--- src/opmode_regs.vh ---
`ifndef OPMODE_REGS_VH
`define OPMODE_REGS_VH

// Register indexes; the byte address is four times the index.
`define IDX_MODE_CTRL 8'h95
`define IDX_RESUME_EN 8'h99
`define IDX_STATUS 8'h9A

// Mode control fields.
`define MC_HIGH_OSC_STOP 1
`define MC_SLOW_CLOCK_SELECT 2
`define MC_SLEEP_REQUEST 3
`define MC_GREEN_REQUEST 4
`define MODE_CTRL_RESET 8'h00
`define RESUME_EN_RESET 8'h00

// Status fields.
`define ST_WAKE_FLAG 0
`define ST_EXT_IRQ_FLAG 1
`define ST_MODE_LO 2
`define ST_MODE_HI 3
`define ST_SLOW_ACTIVE 4
`define ST_SWITCHING 5

// Values of the two-bit cpu mode field.
`define CPU_MODE_NORMAL 2'h0
`define CPU_MODE_SLEEP 2'h1
`define CPU_MODE_GREEN 2'h2
`define CPU_MODE_RESERVED 2'h3

// High-speed clock configurations.
`define HCLK_EXT_CRYSTAL 2'h0
`define HCLK_EXT_RC 2'h1
`define HCLK_FAST_INTERNAL_RC 2'h2
`define HCLK_FAST_RC_WITH_CRYSTAL32K 2'h3

// Warm-up after power-down, in high-speed oscillator clocks.
`define WARM_CRYSTAL_CLKS 2048
`define WARM_RC_CLKS 32

// Idle gap in clock cycles while the system clock source changes.
`define SWITCH_GAP_CYCLES 4

`endif

--- src/operating_mode_controller.v ---
// The APB interface to the registers and the placing of the registers were decided locally.
`timescale 1ns/1ps
`include "opmode_regs.vh"

module operating_mode_controller #(
   parameter [1:0] HIGH_CLK_TYPE = `HCLK_FAST_INTERNAL_RC,
   parameter [1:0] LOW_FCPU_SEL = 2'h0,
   parameter SLOW_RC_DIV = 16,
   parameter FAST_OSC_DIV = 1
) (
   // APB clock and reset.
   input wire pclk,
   input wire presetn,
   // APB slave.
   input wire psel,
   input wire penable,
   input wire pwrite,
   input wire [11:0] paddr,
   input wire [31:0] pwdata,
   output reg [31:0] prdata,
   output reg pready,
   output reg pslverr,
   // Wake sources.
   input wire [7:0] first_io_port,
   input wire [7:0] second_io_port,
   input wire ext_irq_pin,
   input wire timer_zero_overflow,
   // Oscillator and clock gating.
   output reg fast_osc_en,
   output reg slow_osc_en,
   output reg crystal32k_en,
   output reg fast_clk_gate,
   output reg slow_clk_gate,
   output reg cpu_clk_en,
   // Core and peripheral control.
   output reg cpu_run,
   output reg timer_enable,
   output reg irq_enable,
   output reg serial_enable,
   output reg ext_irq_req
);

   // ****************************************************************
   // Constants and state codes
   // ****************************************************************
   localparam [1:0] S_RUN = 2'h0;
   localparam [1:0] S_GREEN = 2'h1;
   localparam [1:0] S_PDOWN = 2'h2;
   localparam [1:0] S_WARM = 2'h3;
   localparam integer WARM_CYCLES_I = ((HIGH_CLK_TYPE == `HCLK_EXT_CRYSTAL) ?
      `WARM_CRYSTAL_CLKS : `WARM_RC_CLKS) * FAST_OSC_DIV;
   localparam integer SLOW_DIV_M1_I = SLOW_RC_DIV - 1;
   localparam integer GAP_M1_I = `SWITCH_GAP_CYCLES - 1;
   localparam [15:0] WARM_CYCLES = WARM_CYCLES_I[15:0];
   localparam [15:0] SLOW_DIV_M1 = SLOW_DIV_M1_I[15:0];
   localparam [2:0] GAP_M1 = GAP_M1_I[2:0];

   // Byte address decode of a register index.
   function hit;
      input [11:0] addr;
      input [7:0] idx;
      begin
         hit = (addr == {2'b00, idx, 2'b00});
      end
   endfunction

   // ****************************************************************
   // Registers and state
   // ****************************************************************
   reg [1:0] state_r;
   reg high_osc_stop_r, slow_clock_select_r, sleep_request_r, green_request_r;
   reg [7:0] second_port_resume_enable_r;
   reg wake_flag_r, ext_irq_flag_r;
   reg cur_slow_r, switching_r;
   reg [2:0] gap_cnt_r;
   reg [15:0] warm_cnt_r;
   reg [15:0] slow_cnt_r;
   reg [2:0] fcpu_cnt_r;
   reg [7:0] p0_s1_r, p0_s2_r, p0_old_r, p1_s1_r, p1_s2_r, p1_old_r;
   reg irq_s1_r, irq_s2_r, irq_old_r;
   reg [1:0] state_nxt;
   reg slow_tick, fcpu_tick, port_wake, irq_wake, any_wake;
   reg wr_mc, wr_en, wr_st, acc;
   wire [1:0] cpu_mode_field;

   assign cpu_mode_field = {green_request_r, sleep_request_r};

   // ****************************************************************
   // Pin synchronisers
   // ****************************************************************
   always @(posedge pclk or negedge presetn) begin
      if (!presetn) begin
         {p0_old_r, p0_s2_r, p0_s1_r} <= 24'h000000;
         {p1_old_r, p1_s2_r, p1_s1_r} <= 24'h000000;
         {irq_old_r, irq_s2_r, irq_s1_r} <= 3'h0;
      end else begin
         {p0_old_r, p0_s2_r, p0_s1_r} <= {p0_s2_r, p0_s1_r, first_io_port};
         {p1_old_r, p1_s2_r, p1_s1_r} <= {p1_s2_r, p1_s1_r, second_io_port};
         {irq_old_r, irq_s2_r, irq_s1_r} <= {irq_s2_r, irq_s1_r, ext_irq_pin};
      end
   end

   // ****************************************************************
   // Wake detection and mode sequencing
   // ****************************************************************
   always @* begin
      port_wake = (|(p0_s2_r ^ p0_old_r)) |
         (|((p1_s2_r ^ p1_old_r) & second_port_resume_enable_r));
      irq_wake = irq_s2_r & ~irq_old_r;
      any_wake = port_wake | irq_wake;
      slow_tick = (slow_cnt_r == SLOW_DIV_M1);
      fcpu_tick = slow_tick && ((fcpu_cnt_r & ((3'h1 << LOW_FCPU_SEL) - 3'h1)) == 3'h0);
      acc = psel & penable & pready;
      wr_mc = acc & pwrite & hit(paddr, `IDX_MODE_CTRL);
      wr_en = acc & pwrite & hit(paddr, `IDX_RESUME_EN);
      wr_st = acc & pwrite & hit(paddr, `IDX_STATUS);
      state_nxt = state_r;
      case (state_r)
         S_RUN: begin
            if (sleep_request_r) begin
               state_nxt = S_PDOWN;
            end else if (green_request_r) begin
               state_nxt = S_GREEN;
            end else if (high_osc_stop_r && !cur_slow_r && !switching_r) begin
               state_nxt = S_PDOWN;
            end
         end
         S_GREEN: begin
            if (any_wake || timer_zero_overflow) begin
               state_nxt = S_RUN;
            end
         end
         S_PDOWN: begin
            if (any_wake) begin
               state_nxt = S_WARM;
            end
         end
         S_WARM: begin
            if (warm_cnt_r == 16'h0000) begin
               state_nxt = S_RUN;
            end
         end
         default: state_nxt = S_RUN;
      endcase
   end

   always @(posedge pclk or negedge presetn) begin
      if (!presetn) begin
         state_r <= S_RUN;
         warm_cnt_r <= 16'h0000;
         high_osc_stop_r <= 1'b0;
         slow_clock_select_r <= 1'b0;
         sleep_request_r <= 1'b0;
         green_request_r <= 1'b0;
         second_port_resume_enable_r <= `RESUME_EN_RESET;
         wake_flag_r <= 1'b0;
         ext_irq_flag_r <= 1'b0;
      end else begin
         state_r <= state_nxt;
         if (state_r == S_PDOWN) begin
            warm_cnt_r <= WARM_CYCLES - 16'h0001;
         end else if (warm_cnt_r != 16'h0000) begin
            warm_cnt_r <= warm_cnt_r - 16'h0001;
         end
         if (wr_en) begin
            second_port_resume_enable_r <= pwdata[7:0];
         end
         if (wr_mc) begin
            high_osc_stop_r <= pwdata[`MC_HIGH_OSC_STOP];
            slow_clock_select_r <= pwdata[`MC_SLOW_CLOCK_SELECT];
            if (pwdata[`MC_GREEN_REQUEST:`MC_SLEEP_REQUEST] != `CPU_MODE_RESERVED) begin
               sleep_request_r <= pwdata[`MC_SLEEP_REQUEST];
               green_request_r <= pwdata[`MC_GREEN_REQUEST];
            end
         end
         if (state_r == S_PDOWN && any_wake) begin
            sleep_request_r <= 1'b0;
            slow_clock_select_r <= 1'b0;
            high_osc_stop_r <= 1'b0;
         end
         if (state_r == S_GREEN && state_nxt == S_RUN) begin
            green_request_r <= 1'b0;
         end
         if (wr_st && pwdata[`ST_WAKE_FLAG]) begin
            wake_flag_r <= 1'b0;
         end
         if (wr_st && pwdata[`ST_EXT_IRQ_FLAG]) begin
            ext_irq_flag_r <= 1'b0;
         end
         if ((state_r == S_PDOWN || state_r == S_GREEN) && state_nxt != state_r) begin
            if (irq_wake) begin
               ext_irq_flag_r <= 1'b1;
            end else begin
               wake_flag_r <= 1'b1;
            end
         end
      end
   end

   // ****************************************************************
   // Glitch-free clock source switch
   // ****************************************************************
   always @(posedge pclk or negedge presetn) begin
      if (!presetn) begin
         cur_slow_r <= 1'b0;
         switching_r <= 1'b0;
         gap_cnt_r <= 3'h0;
      end else if (state_r == S_WARM || state_r == S_PDOWN) begin
         cur_slow_r <= 1'b0;
         switching_r <= 1'b0;
      end else if (!switching_r && cur_slow_r != slow_clock_select_r) begin
         switching_r <= 1'b1;
         gap_cnt_r <= GAP_M1;
      end else if (switching_r) begin
         if (gap_cnt_r == 3'h0) begin
            switching_r <= 1'b0;
            cur_slow_r <= slow_clock_select_r;
         end else begin
            gap_cnt_r <= gap_cnt_r - 3'h1;
         end
      end
   end

   // ****************************************************************
   // Slow clock divider
   // ****************************************************************
   always @(posedge pclk or negedge presetn) begin
      if (!presetn) begin
         slow_cnt_r <= 16'h0000;
         fcpu_cnt_r <= 3'h0;
      end else if (state_r == S_PDOWN) begin
         slow_cnt_r <= 16'h0000;
      end else if (slow_tick) begin
         slow_cnt_r <= 16'h0000;
         fcpu_cnt_r <= fcpu_cnt_r + 3'h1;
      end else begin
         slow_cnt_r <= slow_cnt_r + 16'h0001;
      end
   end

   // ****************************************************************
   // Registered outputs
   // ****************************************************************
   always @(posedge pclk or negedge presetn) begin
      if (!presetn) begin
         fast_osc_en <= 1'b1;
         slow_osc_en <= 1'b1;
         crystal32k_en <= 1'b0;
         fast_clk_gate <= 1'b1;
         slow_clk_gate <= 1'b0;
         cpu_clk_en <= 1'b0;
         cpu_run <= 1'b1;
         timer_enable <= 1'b1;
         irq_enable <= 1'b1;
         serial_enable <= 1'b1;
         ext_irq_req <= 1'b0;
      end else begin
         fast_osc_en <= (state_r == S_WARM) ||
            ((state_r == S_RUN || state_r == S_GREEN) &&
            (!high_osc_stop_r || (!cur_slow_r && state_r == S_RUN)));
         slow_osc_en <= (state_r != S_PDOWN);
         crystal32k_en <= (HIGH_CLK_TYPE == `HCLK_FAST_RC_WITH_CRYSTAL32K) &&
            (state_r != S_PDOWN);
         fast_clk_gate <= (state_r == S_RUN || state_r == S_GREEN) &&
            !cur_slow_r && !switching_r && !high_osc_stop_r;
         slow_clk_gate <= (state_r == S_RUN || state_r == S_GREEN) &&
            cur_slow_r && !switching_r;
         cpu_clk_en <= (state_r == S_RUN) && !switching_r &&
            (cur_slow_r ? fcpu_tick : !high_osc_stop_r);
         cpu_run <= (state_r == S_RUN);
         timer_enable <= (state_r != S_PDOWN && state_r != S_WARM);
         irq_enable <= (state_r != S_PDOWN && state_r != S_WARM);
         serial_enable <= (state_r == S_RUN) && !cur_slow_r && !switching_r;
         ext_irq_req <= ext_irq_flag_r;
      end
   end

   // ****************************************************************
   // APB slave
   // ****************************************************************
   always @(posedge pclk or negedge presetn) begin
      if (!presetn) begin
         pready <= 1'b0;
         pslverr <= 1'b0;
         prdata <= 32'h00000000;
      end else if (psel && !penable) begin
         pready <= 1'b1;
         pslverr <= 1'b0;
         prdata <= 32'h00000000;
         if (hit(paddr, `IDX_MODE_CTRL)) begin
            if (!pwrite) begin
               prdata <= {27'h0000000, green_request_r, sleep_request_r,
                  slow_clock_select_r, high_osc_stop_r, 1'b0};
            end
         end else if (hit(paddr, `IDX_RESUME_EN)) begin
            if (!pwrite) begin
               prdata <= {24'h000000, second_port_resume_enable_r};
            end
         end else if (hit(paddr, `IDX_STATUS)) begin
            if (!pwrite) begin
               prdata <= {26'h0000000, switching_r, cur_slow_r, state_r,
                  ext_irq_flag_r, wake_flag_r};
            end
         end else begin
            pslverr <= 1'b1;
         end
      end else begin
         pready <= 1'b0;
         pslverr <= 1'b0;
      end
   end

endmodule

--- config.mk ---
export PLATFORM = sky130hd
export DESIGN_NAME = operating_mode_controller
export DESIGN_NICKNAME = d
export VERILOG_FILES = /design/src/operating_mode_controller.v
export VERILOG_INCLUDE_DIRS = /design/src
export SDC_FILE = /design/constraint.sdc
export NUM_CORES = 1
export LEC_CHECK = 0
export ABC_CLOCK_PERIOD_IN_PS = 2800
export CAP_MARGIN = 15
export CORE_UTILIZATION = 63
export CTS_CLUSTER_DIAMETER = 150
export DETAILED_ROUTE_END_ITERATION = 10
export DONT_BUFFER_PORTS = 1
export HOLD_SLACK_MARGIN = 0.15
export PLACE_DENSITY = 0.82
export SYNTH_ARGS = -nofsm -noshare
export SYNTH_HDL_FRONTEND = slang
export SYNTH_SLANG_ARGS = --single-unit
--- constraint.sdc ---
create_clock -name pclk -period 2.8 [get_ports pclk]
set_input_delay 0.14 -clock pclk [delete_from_list [all_inputs] [get_ports pclk]]
set_output_delay 0.14 -clock pclk [all_outputs]
set_load 0.01 [all_outputs]
==> summary.md <==
| Metric | Value |
|---|---|
| Status | `finished, violations left` |
| Violations in the final reports | `hold timing` |
| First-pass GRT wire length | `17,900 um` |
| Library cells used by synthesis | `56` |
| Power density over cell area | `800 nW/um2` |
| Core ar. | `7810 um2` |
| CTS tree | `yes` |
| R2R setup slack | `0.22 ns` |
| Vias per cell | `5.92` |
| Net Sw Frac | `between 20% and 30%` |
| Comb power frac | `between 10% and 20%` |
| Most frequent cells after synthesis | `dfrtp_1, nand2_1, nor2_1` |
| Ys Warns | `0` |
| Vias | `3,595` |
| Crit path capture type | `flop` |
| Die W | `between 90 and 100 um` |
| # clock sinks | `around 120` |
| P_leak | `about 2.7 nW` |
| Skew final | `around 0.0084 ns` |
| Worst reg2reg startpoint | `warm_cnt_r[8]` |
| Startpoint Class | `flop` |
| Starting density of the core | `65.6%` |
| Peak supply drop | `0.000601 V` |
| Wire per inst | `18.0 um` |
| Placed Cells | `537` |
| Clk_lat worst skew | `~0.53 ns` |
| Largest net degree at the start of global routing | `between 100 and 150` |
| Period utilization | `92.3%` |
| ANT cells | `0` |
| RSZ-0062 raised after global routing | `false` |
| Internal power | `~3.4 mW` |
| Area Overhead vs Synth | `18.5%` |
| Maximum fanout along the worst path | `6` |
| Min Hold Slack | `-0.690 ns` |
| Die Footprint | `8490 um2` |
| Worst setup startpoint | `warm_cnt_r[8]` |
| Layout cells sized above 1 | `9.31%` |
| Synthesized area | `5120 um2` |
| Yosys top cell by area | `dfrtp_1` |
| Final hold vios | `123` |
| Worst Path Required | `3.21 ns` |
| Worst-Margin Slew | `0.573 ns` |
| IO Port Bufs | `0` |
| Rows | `32` |
| Iter 0 DRT Violations | `325` |
| Count leader, synth | `dfrtp_1` |
| GRT Util Overall | `28.5%` |
| Final worst slack | `approximately 0.22 ns` |
| Max clock buf depth | `2` |
| Die Ht | `between 90 and 100 um` |
| CP Class | `flop to flop` |
| Number of buffers added for setup after CTS | `0` |
| Endpoints failing setup | `0` |
| Gpl congestion | `0.841` |
| DR pass1 iterations | `6` |
| Routed wire length | `10,900 um` |
| Root buf cell | `clkbuf_8` |
| # DRC | `0` |
| Slew Viols, Final | `0` |
| Part of the power in registers | `44.3%` |
| # resized after CTS | `0` |
| WP data arrival | `2.99 ns` |
| Net Switching | `1.43 mW` |
| DPL Wire Length | `6070 um` |
| I/O Pins | `112` |
| Avg Cell Area, Syn | `about 12 um2` |
| Post-Synthesis Cells | `444` |
| Min-Delay Path Class | `primary input to async pin` |
| Vias in the first global route | `3,617` |
| Nets | `about 570` |
| Area share of the largest cell type after synthesis | `57.2%` |
| Sequential cell area fraction in the yosys report | `approximately three fifths` |
| #FFs+latches synth | `123` |
| Initial antenna violation count | `0` |
| Asr flop ratio synth | `100%` |
| CTS buffer count | `17` |
| DRT antenna net count | `0` |
| Synth area leaders | `dfrtp_1, xor2_1, buf_4, dfstp_2, nand2_1` |
| CTS clk-pin slew, worst paths | `roughly 0.06 ns` |
| Layout Cells excl Fill | `607` |
| Max-slew headroom | `61.5%` |
| R2r worst-path depth | `7` |
| Placement Setup Slack | `roughly 0.43 ns` |
| Top_reg_cell synth | `dfrtp_1` |
| R2r endpoint | `wake_flag_r` |
| Max-cap violations | `0` |
| Clock network fraction of design power | `between 40% and 50%` |
| Post-synth EDFFs | `0` |
| Number of fill cells | `424` |
| # hold bufs at CTS | `38` |
| Min cycle time layout | `approximately 2.6 ns` |
| TNS Setup | `0 ns` |
| FMAX | `387 MHz` |
| Remaining Overflow, GRT | `0` |
| Htree depth | `4` |
| Tot Pwr | `a little under 5 mW` |
per-layer routing:
layer	track usage, %	up-vias	part of all wire [%]
met1	33.0	1752	38
li1	-	1585	-
met5	0	-	0
met4	15.4	0	3.8
met3	8.87	49	7.2
met2	47.3	209	51
per-stage QoR:
stage          cell area, um2  utilization [%]
5_1_grt                  6070             77.7
3_5_place_dp             5130             65.7
6_report                 6070             77.7
3_3_place_gp             5130             65.7
4_1_cts                  6070             77.7
2_1_floorplan            5210                -
worst max-delay path: stages (launching register included):
cell	delay, ns
dfrtp_1	0.42
or4_4	0.58
nor4_4	0.46
nor2b_2	0.11
nand2b_1	0.20
nor3_1	0.26
a211oi_1	0.11
o31ai_1	0.32
logic make-up after synthesis:
logic type,after synthesis,synth area share [%]
fa+ha+maj,8,1.95
flops,123,60.2
xor+xnor,36,6.16
other cells,1,0.0732
compound gates,60,7.70
buf+inv,53,5.81
mux,13,2.74
simple gates,150,15.3
how the worst max path moves through the flow:
stage	endpoint	slack [ns]	cells after the start
6_report	wake_flag_r	0.22	7
5_1_grt	wake_flag_r	0.12	7
4_1_cts	warm_cnt_r[15]	0.39	9
3_5_place_dp	green_request_r	0.43	6
3_3_place_gp	green_request_r	0.47	6
2_1_floorplan	green_request_r	0.58	6
registers in the layout (all words and copies together), names as in the netlist, 3 cells and up:
register and count:
gap_cnt_r 3, p0_old_r 8, p0_s1_r 8, p0_s2_r 8
p1_old_r 8, p1_s1_r 8, p1_s2_r 8, prdata 8
second_port_resume_enable_r 8, slow_cnt_r 16, warm_cnt_r 16
area by class of cell:
class | instances | area, um2 | area share (%)
Multi-Input combinational cell | 292 | 1830 | 30.1
Clock buffer | 18 | 418 | 6.89
Timing Repair Buffer | 42 | 410 | 6.76
Sequential cell | 123 | 3090 | 50.8
Clock inverter | 14 | 139 | 2.29
Inverter | 16 | 60.1 | 0.990
Tap cell | 102 | 128 | 2.10
power by group through the flow:
stage	clock network (mW)	logic [mW]	registers [mW]
after floorplan	0	0.520	2.11
after global placement	0	0.538	2.16
after detailed placement	0	0.571	2.17
after CTS	2.04	0.626	2.14
after global routing	2.14	0.734	2.17
final	2.03	0.673	2.15
cells in the final DEF, fill, tap and decap left out, types with 9 or more instances in the layout:
cell	count
nand2_1	37
clkbuf_16	16
dlygate4sd3_1	38
conb_1	25
xor2_1	28
nor4_1	9
a21oi_1	15
dfrtp_1	117
inv_1	16
nor2_1	37
nor3_1	13
o21ai_1	9
nand3_1	11
(Power assumes the default switching activity.)
